## src/include/ctoc_pkg.sv

```systemverilog
// Purpose: Shared constants and types for the chuck and tailstock control.
// Assumes: 100 MHz system clock.
// Notes: Register map and settings bit positions live here.
package ctoc_pkg;
  localparam int CLK_MHZ = 100;
  localparam int CYC_PER_MS = CLK_MHZ * 1000;
  localparam int AW = 4;
  localparam logic [3:0] ADDR_SETTINGS = 4'h0;
  localparam logic [3:0] ADDR_CHK_PULSE = 4'h1;
  localparam logic [3:0] ADDR_TS_PULSE = 4'h2;
  localparam logic [3:0] ADDR_TIMEOUT = 4'h3;
  localparam logic [3:0] ADDR_STATUS = 4'h4;
  localparam logic [3:0] ADDR_CLEAR = 4'h5;
  localparam int B_CHK_OFF = 7;
  localparam int B_INNER = 6;
  localparam int B_RESP = 5;
  localparam int B_TS_OFF = 4;
  localparam int B_CHK_PULSE = 3;
  localparam int B_TS_PULSE = 2;
  localparam int B_CHK_FOOT_OFF = 1;
  localparam int B_TS_FOOT_OFF = 0;
  localparam logic [7:0] SETTINGS_RST = 8'h00;
  localparam logic [15:0] CHK_PULSE_RST = 16'h0064;
  localparam logic [15:0] TS_PULSE_RST = 16'h0064;
  localparam logic [15:0] TIMEOUT_RST = 16'h03e8;
  typedef enum logic [1:0] {
    CTOC_IDLE = 2'b00,
    CTOC_DRIVE = 2'b01,
    CTOC_HOLD = 2'b11
  } ctoc_state_t;
  typedef struct packed {
    logic clampCmd;
    logic releaseCmd;
    logic advanceCmd;
    logic retractCmd;
  } ctoc_cmd_t;
  typedef struct packed {
    logic chuckClampOut;
    logic chuckReleaseOut;
    logic tailAdvanceOut;
    logic tailRetractOut;
  } ctoc_out_t;
endpackage

```

## src/rtl/chuck_tailstock_ctrl.sv

```systemverilog
// What this block does
// - Chuck disabled: refuse clamp/release, outputs low.
// - Clamp mode bit picks outer or inner.
// - Response check uses in-position inputs, else ignored.
// - Tailstock disabled: refuse advance and retract.
// - Chuck level form holds output steady.
// - Chuck pulse form lasts chuck pulse time.
// - Tailstock level form holds output steady.
// - Tailstock pulse form lasts tailstock pulse time.
// - Chuck foot switch accepted unless bit set.
// - Tailstock foot switch accepted unless bit set.
// - Missing confirmation within timeout raises alarm.
// Purpose: Chuck and tailstock output control with register port.
// Assumes: Foot switches and in-position inputs are asynchronous pins.
// Notes: Foot switch press toggles its function between the two ends.
//
// The address map and the plain strobed port were left to the implementer.
`timescale 1ns/100ps
`default_nettype none
module chuck_tailstock_ctrl
  import ctoc_pkg::*;
#(
  parameter int MS_CYC = CYC_PER_MS
)
(
  // Clock and reset.
  input wire logic clk,
  input wire logic rst,
  // Register port.
  input wire logic [AW-1:0] regAddr,
  input wire logic [15:0] regWdata,
  input wire logic regWr,
  input wire logic regRd,
  output logic [15:0] regRdata,
  // Commands from the controller, one-cycle pulses.
  input wire ctoc_cmd_t cmd,
  // Field pins.
  input wire logic clampInPosPin,
  input wire logic releaseInPosPin,
  input wire logic chuckFootPin,
  input wire logic tailFootPin,
  // Actuator outputs and alarm.
  output ctoc_out_t act,
  output logic innerClampMode,
  output logic timeoutAlarm
);
  logic [7:0] settings_q, settings_d;
  logic [15:0] chkPulse_q, chkPulse_d;
  logic [15:0] tsPulse_q, tsPulse_d;
  logic [15:0] timeout_q, timeout_d;
  logic [15:0] rdata_q, rdata_d;
  logic [3:0] syn1_q, syn2_q, prev_q;
  logic chuckFootRise, tailFootRise;
  logic chuckSide_q, chuckSide_d, tailSide_q, tailSide_d;
  logic clampGo, releaseGo, advanceGo, retractGo;
  logic waitClamp_q, waitClamp_d, waitRel_q, waitRel_d;
  logic [16:0] cyc_q, cyc_d;
  logic [15:0] ms_q, ms_d;
  logic alarm_q, alarm_d;
  logic chkOff, tsOff, respOn;

  assign chkOff = settings_q[B_CHK_OFF];
  assign tsOff = settings_q[B_TS_OFF];
  assign respOn = settings_q[B_RESP];

  // Two-stage synchronisers for all pins.
  always_ff @(posedge clk)
  begin
    if (rst)
    begin
      syn1_q <= '0;
      syn2_q <= '0;
      prev_q <= '0;
    end
    else
    begin
      syn1_q <= {tailFootPin, chuckFootPin, releaseInPosPin, clampInPosPin};
      syn2_q <= syn1_q;
      prev_q <= syn2_q;
    end
  end

  assign chuckFootRise = syn2_q[2] && !prev_q[2] &&
    !settings_q[B_CHK_FOOT_OFF];
  assign tailFootRise = syn2_q[3] && !prev_q[3] &&
    !settings_q[B_TS_FOOT_OFF];

  assign clampGo = !chkOff &&
    (cmd.clampCmd || (chuckFootRise && !chuckSide_q));
  assign releaseGo = !chkOff && !clampGo &&
    (cmd.releaseCmd || (chuckFootRise && chuckSide_q));
  assign advanceGo = !tsOff &&
    (cmd.advanceCmd || (tailFootRise && !tailSide_q));
  assign retractGo = !tsOff && !advanceGo &&
    (cmd.retractCmd || (tailFootRise && tailSide_q));

  always_comb
  begin
    chuckSide_d = chuckSide_q;
    tailSide_d = tailSide_q;
    if (clampGo)
      chuckSide_d = 1'b1;
    else if (releaseGo)
      chuckSide_d = 1'b0;
    if (advanceGo)
      tailSide_d = 1'b1;
    else if (retractGo)
      tailSide_d = 1'b0;
  end

  // Register writes and reads.
  always_comb
  begin
    settings_d = settings_q;
    chkPulse_d = chkPulse_q;
    tsPulse_d = tsPulse_q;
    timeout_d = timeout_q;
    rdata_d = '0;
    if (regWr)
    begin
      unique case (regAddr)
        ADDR_SETTINGS: settings_d = regWdata[7:0];
        ADDR_CHK_PULSE: chkPulse_d = regWdata;
        ADDR_TS_PULSE: tsPulse_d = regWdata;
        ADDR_TIMEOUT: timeout_d = regWdata;
        default: ;
      endcase
    end
    if (regRd)
    begin
      unique case (regAddr)
        ADDR_SETTINGS: rdata_d = {8'h00, settings_q};
        ADDR_CHK_PULSE: rdata_d = chkPulse_q;
        ADDR_TS_PULSE: rdata_d = tsPulse_q;
        ADDR_TIMEOUT: rdata_d = timeout_q;
        ADDR_STATUS: rdata_d = {7'h00, alarm_q, waitRel_q, waitClamp_q,
          syn2_q[1:0], act};
        default: rdata_d = '0;
      endcase
    end
  end

  always_comb
  begin
    waitClamp_d = waitClamp_q;
    waitRel_d = waitRel_q;
    cyc_d = cyc_q;
    ms_d = ms_q;
    alarm_d = alarm_q;
    if (regWr && regAddr == ADDR_CLEAR && regWdata[0])
      alarm_d = 1'b0;
    // Confirmations only counted when checking is enabled.
    if (!respOn)
    begin
      waitClamp_d = 1'b0;
      waitRel_d = 1'b0;
    end
    else if (clampGo || releaseGo)
    begin
      waitClamp_d = clampGo;
      waitRel_d = releaseGo;
      cyc_d = '0;
      ms_d = '0;
    end
    else if ((waitClamp_q && syn2_q[0]) || (waitRel_q && syn2_q[1]))
    begin
      waitClamp_d = 1'b0;
      waitRel_d = 1'b0;
    end
    else if (waitClamp_q || waitRel_q)
    begin
      if (cyc_q == 17'(MS_CYC - 1))
      begin
        cyc_d = '0;
        ms_d = ms_q + 16'h0001;
        if (ms_q + 16'h0001 >= timeout_q)
        begin
          alarm_d = 1'b1;
          waitClamp_d = 1'b0;
          waitRel_d = 1'b0;
        end
      end
      else
        cyc_d = cyc_q + 17'h00001;
    end
  end

  always_ff @(posedge clk)
  begin
    if (rst)
    begin
      settings_q <= SETTINGS_RST;
      chkPulse_q <= CHK_PULSE_RST;
      tsPulse_q <= TS_PULSE_RST;
      timeout_q <= TIMEOUT_RST;
      rdata_q <= '0;
      chuckSide_q <= 1'b0;
      tailSide_q <= 1'b0;
      waitClamp_q <= 1'b0;
      waitRel_q <= 1'b0;
      cyc_q <= '0;
      ms_q <= '0;
      alarm_q <= 1'b0;
    end
    else
    begin
      settings_q <= settings_d;
      chkPulse_q <= chkPulse_d;
      tsPulse_q <= tsPulse_d;
      timeout_q <= timeout_d;
      rdata_q <= rdata_d;
      chuckSide_q <= chuckSide_d;
      tailSide_q <= tailSide_d;
      waitClamp_q <= waitClamp_d;
      waitRel_q <= waitRel_d;
      cyc_q <= cyc_d;
      ms_q <= ms_d;
      alarm_q <= alarm_d;
    end
  end

  assign regRdata = rdata_q;
  assign timeoutAlarm = alarm_q;
  // Clamp mode presented to the hydraulics.
  assign innerClampMode = settings_q[B_INNER];

  logic chkA, chkB, tailA, tailB;
  ctoc_pulse_timer #(.MS_CYC(MS_CYC)) uChuck (
    .clk(clk),
    .rst(rst),
    .cmdA(clampGo),
    .cmdB(releaseGo),
    .pulseMode(settings_q[B_CHK_PULSE]),
    .pulseMs(chkPulse_q),
    .outA(chkA),
    .outB(chkB)
  );
  // Chuck outputs forced low while the chuck is disabled; tailstock outputs are not.
  assign act = {chkA && !chkOff, chkB && !chkOff, tailA, tailB};

  ctoc_pulse_timer #(.MS_CYC(MS_CYC)) uTail (
    .clk(clk),
    .rst(rst),
    .cmdA(advanceGo),
    .cmdB(retractGo),
    .pulseMode(settings_q[B_TS_PULSE]),
    .pulseMs(tsPulse_q),
    .outA(tailA),
    .outB(tailB)
  );
endmodule
`default_nettype wire

```

## src/rtl/ctoc_pulse_timer.sv

```systemverilog
// Purpose: One output pair driven as level or as a timed pulse.
// Assumes: Commands are one-cycle pulses on the system clock.
// Notes: A new command drops the opposing output before its own.
`timescale 1ns/100ps
`default_nettype none
module ctoc_pulse_timer
  import ctoc_pkg::*;
#(
  parameter int MS_CYC = CYC_PER_MS
)
(
  // Clock and reset.
  input wire logic clk,
  input wire logic rst,
  // Commands and setup.
  input wire logic cmdA,
  input wire logic cmdB,
  input wire logic pulseMode,
  input wire logic [15:0] pulseMs,
  // Outputs.
  output logic outA,
  output logic outB
);
  ctoc_state_t state_q, state_d;
  logic selB_q, selB_d;
  logic [16:0] cyc_q, cyc_d;
  logic [15:0] ms_q, ms_d;
  logic cmdAny;

  assign cmdAny = cmdA | cmdB;

  always_comb
  begin
    state_d = state_q;
    selB_d = selB_q;
    cyc_d = cyc_q;
    ms_d = ms_q;
    if (cmdAny)
    begin
      // Opposing output drops one cycle first.
      state_d = CTOC_DRIVE;
      selB_d = cmdB;
      cyc_d = '0;
      ms_d = '0;
    end
    else
    begin
      unique case (state_q)
        CTOC_IDLE: ;
        CTOC_DRIVE: state_d = CTOC_HOLD;
        CTOC_HOLD:
        begin
          if (pulseMode)
          begin
            if (cyc_q == 17'(MS_CYC - 1))
            begin
              cyc_d = '0;
              ms_d = ms_q + 16'h0001;
              if (ms_q + 16'h0001 >= pulseMs)
                state_d = CTOC_IDLE;
            end
            else
              cyc_d = cyc_q + 17'h00001;
          end
        end
        default: state_d = CTOC_IDLE;
      endcase
    end
  end

  always_ff @(posedge clk)
  begin
    if (rst)
    begin
      state_q <= CTOC_IDLE;
      selB_q <= 1'b0;
      cyc_q <= '0;
      ms_q <= '0;
    end
    else
    begin
      state_q <= state_d;
      selB_q <= selB_d;
      cyc_q <= cyc_d;
      ms_q <= ms_d;
    end
  end

  always_ff @(posedge clk)
  begin
    if (rst)
    begin
      outA <= 1'b0;
      outB <= 1'b0;
    end
    else
    begin
      outA <= (state_d == CTOC_HOLD) && !selB_d;
      outB <= (state_d == CTOC_HOLD) && selB_d;
    end
  end
endmodule
`default_nettype wire
```

## config.mk

```make
export PLATFORM = sky130hd
export DESIGN_NAME = chuck_tailstock_ctrl
export DESIGN_NICKNAME = d
export VERILOG_FILES = /design/src/include/ctoc_pkg.sv /design/src/rtl/chuck_tailstock_ctrl.sv /design/src/rtl/ctoc_pulse_timer.sv
export SDC_FILE = /design/constraint.sdc
export NUM_CORES = 1
export LEC_CHECK = 0
export ABC_AREA = 1
export BUFFER_PORTS_ARGS = -buffer_cell sky130_fd_sc_hd__clkbuf_2
export CAP_MARGIN = 30
export CORE_MARGIN = 2
export CORE_UTILIZATION = 50
export DETAILED_ROUTE_END_ITERATION = 8
export GPL_ROUTABILITY_DRIVEN = 0
export PLACE_DENSITY = 0.75
export SYNTH_ARGS = -nofsm -noshare
export SYNTH_HDL_FRONTEND = slang
export SYNTH_SLANG_ARGS = --single-unit
```

## constraint.sdc

```tcl
create_clock -name clk -period 6.6 [get_ports clk]
set_input_delay 0.33 -clock clk [delete_from_list [all_inputs] [get_ports clk]]
set_output_delay 0.33 -clock clk [all_outputs]
set_load 0.02 [all_outputs]
```

# Word-level counts from Yosys, hierarchy flattened
# Cells that the tools add are included.
[totals] out_inout_bits=22 mem_count=0 regBits=198 elab_cells=163 latch_bits=0 inputBits=32 ram_bits=0 mem_bits_ro=0
[op_classes] div_mod_pow=0 mux=40 multipliers=0 order_cmp=3 n_shift=0 add_sub_neg=6 n_eq_ne=15 bitwise=4 reduce_logical=68
[ops] op="$mux W17" count=6
[ops] op="$pmux W16 S5" count=1
[ops] op="$mux W16" count=4
[ops] op="$add A17 B1 Y17 const B" count=3
[ops] op="$eq A17 B17 Y1 const B" count=3
[ops] op="$add A16 B1 Y16 const B" count=3
[ops] op="$ge A16 B16 Y1" count=3
[ops] op="$logic_and A1 B1 Y1" count=24
[ops] op="$mux W1" count=19
[ops] op="$mux W2" count=8
[ops] op="$logic_not A1 Y1" count=12
[ops] op="$pmux W2 S3" count=2
[ops] op="$reduce_and A2 Y1" count=6
[ops] op="$reduce_and A3 Y1" count=4
[ops] op="$reduce_bool A3 Y1" count=3
[ops] op="$eq A2 B2 Y1 const B" count=4
[ops] op="$eq A4 B2 Y1 const B" count=2
[ops] op="$eq A4 B3 Y1 const B" count=2
[ops] op="$reduce_bool A2 Y1" count=4
[ops] op="$reduce_or A2 Y1" count=4
[ops] op="$logic_or A1 B1 Y1" count=7
[ops] op="$eq A2 B1 Y1 const B" count=2
[ops] op="$eq A4 B1 Y1 const B" count=1
[ops] op="$logic_not A2 Y1" count=2
[ops] op="5 further kinds" count=7

# Longest topological paths before layout
# Gate-level depths: netlist of the first run.
[logic_depth] depth_word=13 ltp_mapped=18

# Cells and area by module
# From an unflattened synthesis of the first run, not the netlist that was laid out.
[unflattened] cells_unflattened=1462 area_unflattened_um2=10532.6
[modules_own_cells] mod="chuck_tailstock_ctrl" seq_area_each_um2=2402.3 area_each_um2=5756.8 cells_per_inst=779 instances=1
[modules_own_cells] mod="ctoc_pulse_timer at uTail" seq_area_each_um2=760.7 area_each_um2=2411.1 cells_per_inst=334 instances=1
[modules_own_cells] mod="ctoc_pulse_timer at uChuck" seq_area_each_um2=760.7 area_each_um2=2364.8 cells_per_inst=349 instances=1

# Worst setup path after synthesis of the first run
# OpenSTA, ideal clock, no wires.
[synth_path] kind="register to register" start="register uTail.ms_q[0]" end="register uTail.state_q[0]" t_required_ns=6.468 setup_ns=0.132 synth_period_minus_slack_ns=2.431 arrival_time_ns=2.298 stages_incl_launch_ff=17 path_slack_ns=4.169 cell_sequence="dfxtp_1 > ha_1 > nand2_1 > nor2_2 > nand2_1 > nor3_2 > nand4_1 > o21ai_0 > nand2_1 > ha_1 > nand2_1 > nor3_1 > nand3_1 > nand3_1 > nand2_1 > nand2_1 > a21oi_1"
[synth_via] elab_chain_cells=7
[synth_rtl] item="start: declaration" line="ctoc_pulse_timer.sv:27" rtl="logic [15:0] ms_q, ms_d;"
[synth_rtl] item="start signal: assignment" line="ctoc_pulse_timer.sv:85" rtl="ms_q <= ms_d;"
[synth_rtl] item="$add A16 B1 Y16" line="ctoc_pulse_timer.sv:59" rtl="if (ms_q + 16'h0001 >= pulseMs)"
[synth_rtl] item="$ge A16 B16 Y1" line="ctoc_pulse_timer.sv:59"
[synth_rtl] item="$mux W2" line="ctoc_pulse_timer.sv:59"
[synth_rtl] item="$mux W2" line="ctoc_pulse_timer.sv:55" rtl="if (cyc_q == 17'(MS_CYC - 1))"
[synth_rtl] item="$mux W2" line="ctoc_pulse_timer.sv:53" rtl="if (pulseMode)"
[synth_rtl] item="$pmux W2 S3" line="ctoc_pulse_timer.sv:48" rtl="unique case (state_q)"
[synth_rtl] item="$mux W2" line="ctoc_pulse_timer.sv:38" rtl="if (cmdAny)"
[synth_rtl] item="end signal: assignment" line="ctoc_pulse_timer.sv:82" rtl="state_q <= state_d;"
[synth_rtl] item="end: declaration" line="ctoc_pulse_timer.sv:24" rtl="ctoc_state_t state_q, state_d;"
# No other way between the ends.
# A chain may end at the register's enable or synchronous reset.

# Worst setup path in the final report of the first run
# Ends and elaborated chain as after synthesis.

==> results of run 1 <==
final cells by class:
cell class / count / area, um^2 / area share, %
clock buffer: 18 / 429.2 / 3.836
timing repair buffer: 54 / 272.8 / 2.438
tap: 270 / 337.8 / 3.019
sequential: 196 / 3924 / 35.07
clock inverter: 14 / 155.1 / 1.387
multi-input combinational: 970 / 5263 / 47.04
inverter: 215 / 807.0 / 7.213
per-stage QoR:
stage	area, um^2	power (uW)	worst slack [ns]	util, %
global placement	10600	1343	3.806	52.74
CTS	11190	2372	3.646	55.65
detailed placement	10600	1346	3.686	52.74
floorplan	10170	1307	4.169	-
finish	11190	2362	3.630	55.65
global route	11190	2432	3.395	55.65
cell usage after synthesis (2+ instances only):
| master | n |
|---|---|
| o21ai_1 | 2 |
| o221ai_1 | 2 |
| nor2_1 | 160 |
| nand2_4 | 3 |
| nor2_4 | 5 |
| nor4_1 | 6 |
| xor2_1 | 47 |
| dfxtp_1 | 196 |
| nand3b_1 | 3 |
| nor3b_1 | 4 |
| o21a_1 | 2 |
| nor2_8 | 2 |
| xnor2_1 | 5 |
| clkbuf_1 | 18 |
| inv_1 | 211 |
| a21oi_1 | 104 |
| nor2_2 | 3 |
| nor3_2 | 6 |
| o22ai_1 | 28 |
| nand2_1 | 264 |
| ha_1 | 54 |
| buf_2 | 10 |
| nand4_1 | 34 |
| o21bai_1 | 5 |
| buf_4 | 4 |
| a211oi_1 | 9 |
| nand2_2 | 5 |
| inv_2 | 4 |
| o211ai_1 | 7 |
| o21ai_0 | 98 |
| nor3_1 | 49 |
| or2_2 | 2 |
| nand3_1 | 51 |
| buf_6 | 2 |
registers in the layout, summed over array words and instances, names as in the netlist, 2 cells and up:
name and flops:
chkPulse_q 16, cyc_q 17, ms_q 16, prev_q 2, regRdata 16, settings_q 8
syn1_q 4, syn2_q 4, timeout_q 16, tsPulse_q 16, uChuck.cyc_q 17, uChuck.ms_q 16
uChuck.state_q 2, uTail.cyc_q 17, uTail.ms_q 16, uTail.state_q 2
layer usage:
layer  up-vias  GRT usage, %
li1       4697             -
met1      4080         28.31
met2       203         38.33
met3        54         2.813
met4         0         10.10
met5         -             0
worst max-delay path by stage:
stage | slack, ns | start | cells after the start | to
after floorplan | 4.17 | uTail.ms_q[0] | 16 | uTail.state_q[0]
after global placement | 3.81 | uTail.ms_q[0] | 16 | uTail.state_q[0]
after detailed placement | 3.69 | uTail.ms_q[0] | 16 | uTail.state_q[0]
after CTS | 3.65 | uTail.ms_q[0] | 16 | uTail.state_q[0]
after global routing | 3.40 | uTail.ms_q[0] | 16 | uTail.state_q[0]
final | 3.63 | uTail.ms_q[0] | 16 | uTail.state_q[0]
logic make-up (layout without fill, tap and decap cells):
kind of cell,after synthesis,count (layout),share of synthesized area [%]
muxes,1,1,0.09845
DFF,196,196,38.59
buffers and inverters,250,301,9.648
xor gates and xnor gates,52,52,4.479
and+or+nand+nor,601,601,26.48
adders and majority gates,54,54,6.645
AOI/OAI and AO/OA,262,262,14.05
worst max-delay path: stages, from the launching register on:
cell and delay, ns:
dfxtp_1 0.41, ha_1 0.22, nand2_1 0.08, nor2_2 0.12, nand2_1 0.10, nor3_2 0.21, nand4_1 0.19, o21ai_0 0.21
nand2_1 0.10, ha_1 0.28, nand2_1 0.07, nor3_1 0.31, nand3_1 0.11, nand3_1 0.13, nand2_1 0.06, nand2_1 0.13
a21oi_1 0.09
where the power goes:
part           internal [uW]  total (uW)  switching, uW
Sequential              1200        1200           7.19
Combinational           32.8         115           81.9
Clock                    563        1040            480
Total                   1790        2360            569
==> results.py, run 1 <==
metrics = {
    "place": {
        "port_buffers": 53,
        "placed_cells": 1705,
        "dp_hpwl_mm": 17.95,
    },
    "worst_setup_path": {
        "ff2ff_path_depth": 16,
        "start_kind": "register",
        "critPathMaxFanout": 5,
        "crit_arrival_ns": 3.25,
        "rrSetupSlack_ns": 3.63,
        "worstPathRequired_ns": 6.88,
        "critPathKind": "register to register",
        "worstSetupEndpointType": "register",
        "r2r-end": "uTail.state_q[0]",
        "worstReg2RegStart": "uTail.ms_q[0]",
    },
    "yosys": {
        "synth_edf_count": 0,
        "yosys.area.top_type_share_pct": 38.59,
        "seq_area_frac_synth_pct": 38.59,
        "syn_nets": 1502,
        "netlist_instances": 1416,
        "ys_seq_elements": 196,
        "synth_area_leaders": "dfxtp_1 39%, nand2_1 9.7%, inv_1 7.8%",
        "synthDistinctLibCells": 45,
        "synth_area_per_cell_um2": 7.180,
        "yosys_warnings": 0,
        "synth_area_leader_cell": "dfxtp_1",
        "synth_ff_type": "dfxtp_1",
        "syn_area_um2": 10170,
        "async_reset_ff_share_pct": 0,
    },
    "global_route": {
        "grt_pass1_wl_mm": 39.52,
        "grt_max_degree": 55,
        "antenna_found_initial": 0,
        "track_usage_pct": 22.42,
        "grt_remaining_overflow": 0,
        "grt_pass1_vias": 8405,
    },
    "finish": {
        "finalNonFillerCells": 1737,
        "antenna_cells": 0,
        "area_delta_synth_final_pct": 10.04,
        "fillers": 1883,
        "final_common_cell": "nand2_1",
        "drive_gt1_share_pct": 8.248,
        "most-common-layout-cells": "264 x nand2_1, 211 x inv_1, 196 x dfxtp_1, 160 x nor2_1, 104 x a21oi_1",
        "fin_nets": 1540,
    },
    "floorplan": {
        "core_um2": 20100,
        "dieArea_um2": 21490,
        "io_pins": 54,
        "die_w_um": 146.6,
        "rows": 52,
        "initial_core_util_pct": 50.57,
        "die_h_um": 146.6,
    },
    "detailed_routing": {
        "ant_nets": 0,
        "viasPerCell": 5.201,
        "drtPass1Iterations": 8,
        "wl_met1_mm": 10.82,
        "top_layer": "met4",
        "drcViolationCount": 2,
        "num_vias": 9034,
        "drt_iter0_markers": 633,
        "wire_per_inst_um": 13.71,
        "wl_met2_mm": 11.27,
        "met3_length_um": 952,
        "wl_mm": 23.81,
    },
    "sta": {
        "fin_worst_skew_ns": 0.008551,
        "finalSetupViolCount": 0,
        "rsz0062_at_grt": "false",
        "hold_slack_ns": 0.07146,
        "tightest_slew_ns": 0.8848,
        "fmax_mhz": 336.7,
        "min_period_ns": 2.970,
        "hold_violations": 0,
        "fin_crit_sh_pct": 45.00,
        "max_slew_margin_pct": 40.79,
        "final_max_slew_viol_count": 0,
        "fin_setup_tns_ns": 0,
    },
    "clocking": {
        "cts.hold.buffers_added": 0,
        "clock_path_buffers": 2,
        "clock_latency_ns": 0.44,
        "numCtsBuffers": 17,
        "cts_tree": "done",
        "post_cts_buffers": 0,
        "clock-sinks": 196,
        "cts_resized": 0,
        "cts.clk_slew.worst_paths_ns": 0.07,
        "h-tree-depth": 4,
        "cts_root_buffer": "clkbuf_16",
    },
    "status": {
        "status": "complete, but fails checks",
        "violations": "DRC",
    },
    "power_and_ir_drop": {
        "pwr_density_cell_nw_per_um2": 211.1,
        "ir_drop_v": 0.0001098,
        "leakagePower_uw": 0.004703,
    },
    "min_path": {
        "min_from": "clampInPosPin",
        "worst_hold_path.num_cells": 3,
        "hp-class": "primary input to register",
        "min_to": "syn1_q[0]",
    },
    "flow_run": {
        "cap_violations": 0,
    },
}
Note: power is estimated with default switching activity, not from simulation.
==> run 2: changes to the inputs <==
Settings changed: ABC_AREA 1 to 0, PLACE_DENSITY 0.75 to 0.78.
Clock period 6.6 ns to 2.6 ns, I/O delays scaled along.
==> run 2 against run 1 <==
  * Setup slack worse by 3.7 ns
  * Flip-flop and latch count unchanged
  * Synthesized area down 2.4%
  * Cell area up 9.4%
  * Highest routed layer unchanged
  * Die area down 2.4%
  * Final cell count down 7.5%
  * First-iteration DRC count up 21%
  * Register-to-register slack worse by 3.7 ns
  * Synthesized cell count down 16%
  * The run ends with setup timing left
  * Worst hold slack worse by 0.068 ns
  * Clock power up 150%
==> results.py, run 2 <==
metrics = {
    "worst_setup_path": {
        "worstSetupEndpointType": "register",
        "crit_arrival_ns": 3.06,
        "cpPeakStageDelay_ns": 0.39,
        "worstPathRequired_ns": 2.98,
        "critPathMaxFanout": 5,
        "critPathKind": "register to register",
        "cp_cell_sequence": "ha_4 -> nand4_1 -> nor4_1 -> buf_4 -> xor2_1 -> ha_1 -> nand3_1 -> nand3_2 -> a311oi_2 -> a21o_1 -> nor2b_1",
        "crit_path_top_delay_cell": "dfxtp_4",
        "start_kind": "register",
    },
    "global_route": {
        "grt_pass1_vias": 8539,
        "grt_pass1_wl_mm": 40.97,
        "use_met3_pct": 4.574,
        "grtUsageMet1_pct": 30.34,
        "antenna_found_initial": 0,
        "grt.busiest_layer": "met2",
        "grtUsageMet2_pct": 41.61,
        "grt_remaining_overflow": 0,
        "track_usage_pct": 24.64,
        "grt_max_degree": 38,
    },
    "power_and_ir_drop": {
        "pwr_density_cell_nw_per_um2": 483.8,
        "ir_drop_v": 0.0004347,
        "leakagePower_uw": 0.004944,
    },
    "finish": {
        "antenna_cells": 0,
        "area_delta_synth_final_pct": 23.38,
        "fin_nets": 1414,
        "final_common_cell": "dfxtp_1",
        "fillers": 1539,
        "most-common-layout-cells": "182 x dfxtp_1, 152 x nand2_1, 129 x nor2_1, 92 x buf_4, 77 x xor2_1",
        "drive_gt1_share_pct": 19.46,
        "finalNonFillerCells": 1606,
        "reg_top3": "cyc_q (17), uChuck.cyc_q (17), uTail.cyc_q (17)",
    },
    "sta": {
        "tightest_slew_ns": 0.8018,
        "fin_crit_sh_pct": 103.1,
        "min_period_ns": 2.680,
        "hold_slack_ns": 0.003884,
        "timing.final.ws_setup_ns": -0.07980,
        "fin_worst_skew_ns": 0.009555,
        "rsz0062_at_grt": "true",
        "fmax_mhz": 373.2,
        "final_max_slew_viol_count": 0,
        "finalSetupViolCount": 7,
        "max_slew_margin_pct": 46.41,
        "hold_violations": 0,
    },
    "detailed_routing": {
        "ant_nets": 0,
        "drt_iter0_markers": 766,
        "viasPerCell": 5.760,
        "num_vias": 9250,
        "drcViolationCount": 0,
        "wire_per_inst_um": 16.77,
        "wl_mm": 26.93,
        "drtPass1Iterations": 7,
    },
    "status": {
        "violations": "setup timing",
        "status": "complete, but fails checks",
    },
    "yosys": {
        "synth_ff_type": "dfxtp_1",
        "syn_area_um2": 9921,
        "synth_area_leader_cell": "dfxtp_1",
        "yosys_warnings": 0,
        "ys_seq_elements": 196,
        "netlist_instances": 1194,
        "synth_common_cells": "196 x dfxtp_1, 155 x nand2_1, 132 x nor2_1",
        "async_reset_ff_share_pct": 0,
        "yosysMostFrequentCell": "dfxtp_1",
        "synth_edf_count": 0,
        "seq_area_frac_synth_pct": 39.55,
        "synth_area_per_cell_um2": 8.309,
        "synth_area_leaders": "dfxtp_1 40%, xor2_1 6.9%, ha_1 6.8%",
        "syn_nets": 1280,
        "yosys.area.top_type_share_pct": 39.55,
        "synthDistinctLibCells": 66,
    },
    "clocking": {
        "cts.clk_slew.worst_paths_ns": 0.08,
        "clock-sinks": 196,
        "h-tree-depth": 4,
        "clock_latency_ns": 0.44,
        "numCtsBuffers": 17,
        "cts_root_buffer": "clkbuf_16",
        "cts_tree": "done",
        "clock_path_buffers": 2,
    },
    "min_path": {
        "hp-class": "primary input to register",
    },
    "flow_run": {
        "cap_violations": 0,
    },
    "floorplan": {
        "die_w_um": 144.9,
        "io_pins": 54,
        "die_h_um": 144.9,
        "core_um2": 19460,
        "rows": 51,
        "initial_core_util_pct": 50.97,
        "dieArea_um2": 20980,
    },
    "place": {
        "dp_hpwl_mm": 18.14,
        "placed_cells": 1543,
        "port_buffers": 53,
    },
}
-- run 2: cell families after synthesis --
group / share of synthesized area, %
AND/OR/NAND/NOR: 25.70
flip-flops: 39.55
AO/OA/AOI/OAI: 11.62
XOR/XNOR: 10.06
buffers and inverters: 4.326
adder cells (fa/ha/maj): 6.810
multiplexers: 1.930
-- run 2: cell type report --
class	count	area (um^2)	area share, %
clock buffers	20	466.7	3.813
clock inverters	12	110.1	0.8995
flip-flops and latches	196	3954	32.30
inverters	56	210.2	1.717
multi-input cells	892	5997	48.99
repair buffers	165	1171	9.568
well taps	265	331.6	2.709
-- run 2: per-layer routing --
metal,vias up,part of all wire (%),wire (um)
met3,96,6.5,1749
met1,4363,41,10940
met4,0,4.2,1140
met5,-,0,0
met2,360,49,13110
li1,4431,-,-
-- run 2: critical path: cells and delay by family, from the launching register on --
kind                     cells  cell delay, ns
AO/OA/AOI/OAI                2            0.44
flip-flops                   1            0.39
AND/OR/NAND/NOR              5            0.99
XOR/XNOR                     1            0.17
buffers and inverters        1            0.17
adder cells (fa/ha/maj)      2            0.46
-- run 2: power breakdown --
group          internal [uW]  leakage, uW  switching [uW]
clock                   1340     0.000282            1250
combinational            105      0.00307             187
sequential              3020      0.00159            19.6
total                   4460      0.00494            1460
-- run 2: repair_timing --
item / CTS / global route
endpoints found under the hold margin: 31 / 0
endpoints found under the setup margin: 7 / 11
pin swaps: 13 / 36
buffers inserted: 8 / 9
gates resized for setup: 21 / 63
hold buffers: 15 / 0
-- run 2: through the flow --
| stage | utilization (%) | power [uW] | instance area, um^2 | setup WS (ns) | setup TNS, ns |
|---|---|---|---|---|---|
| 3_3_place_gp | 56.46 | 3367 | 10990 | -0.1204 | -0.2432 |
| 2_1_floorplan | - | 3264 | 9990 | 0.001027 | 0 |
| 3_5_place_dp | 56.46 | 3373 | 10990 | -0.1996 | -0.7011 |
| 6_report | 62.89 | 5922 | 12240 | -0.07980 | -0.4581 |
| 5_1_grt | 62.89 | 6069 | 12240 | -0.2015 | -1.404 |
| 4_1_cts | 60.91 | 5930 | 11860 | -0.01987 | -0.02514 |
-- run 2: path summary, 6_finish.rpt --
kind	start	endpoint	slack, ns	depth (start not counted)
max reg2reg	uChuck.ms_q[0]	uChuck.outB	-0.08	11
min reg2reg	syn1_q[3]	syn2_q[3]	0.44	1
min	regWdata[6]	chkPulse_q[6]	0.004	3
max	uChuck.ms_q[0]	uChuck.outB	-0.08	11
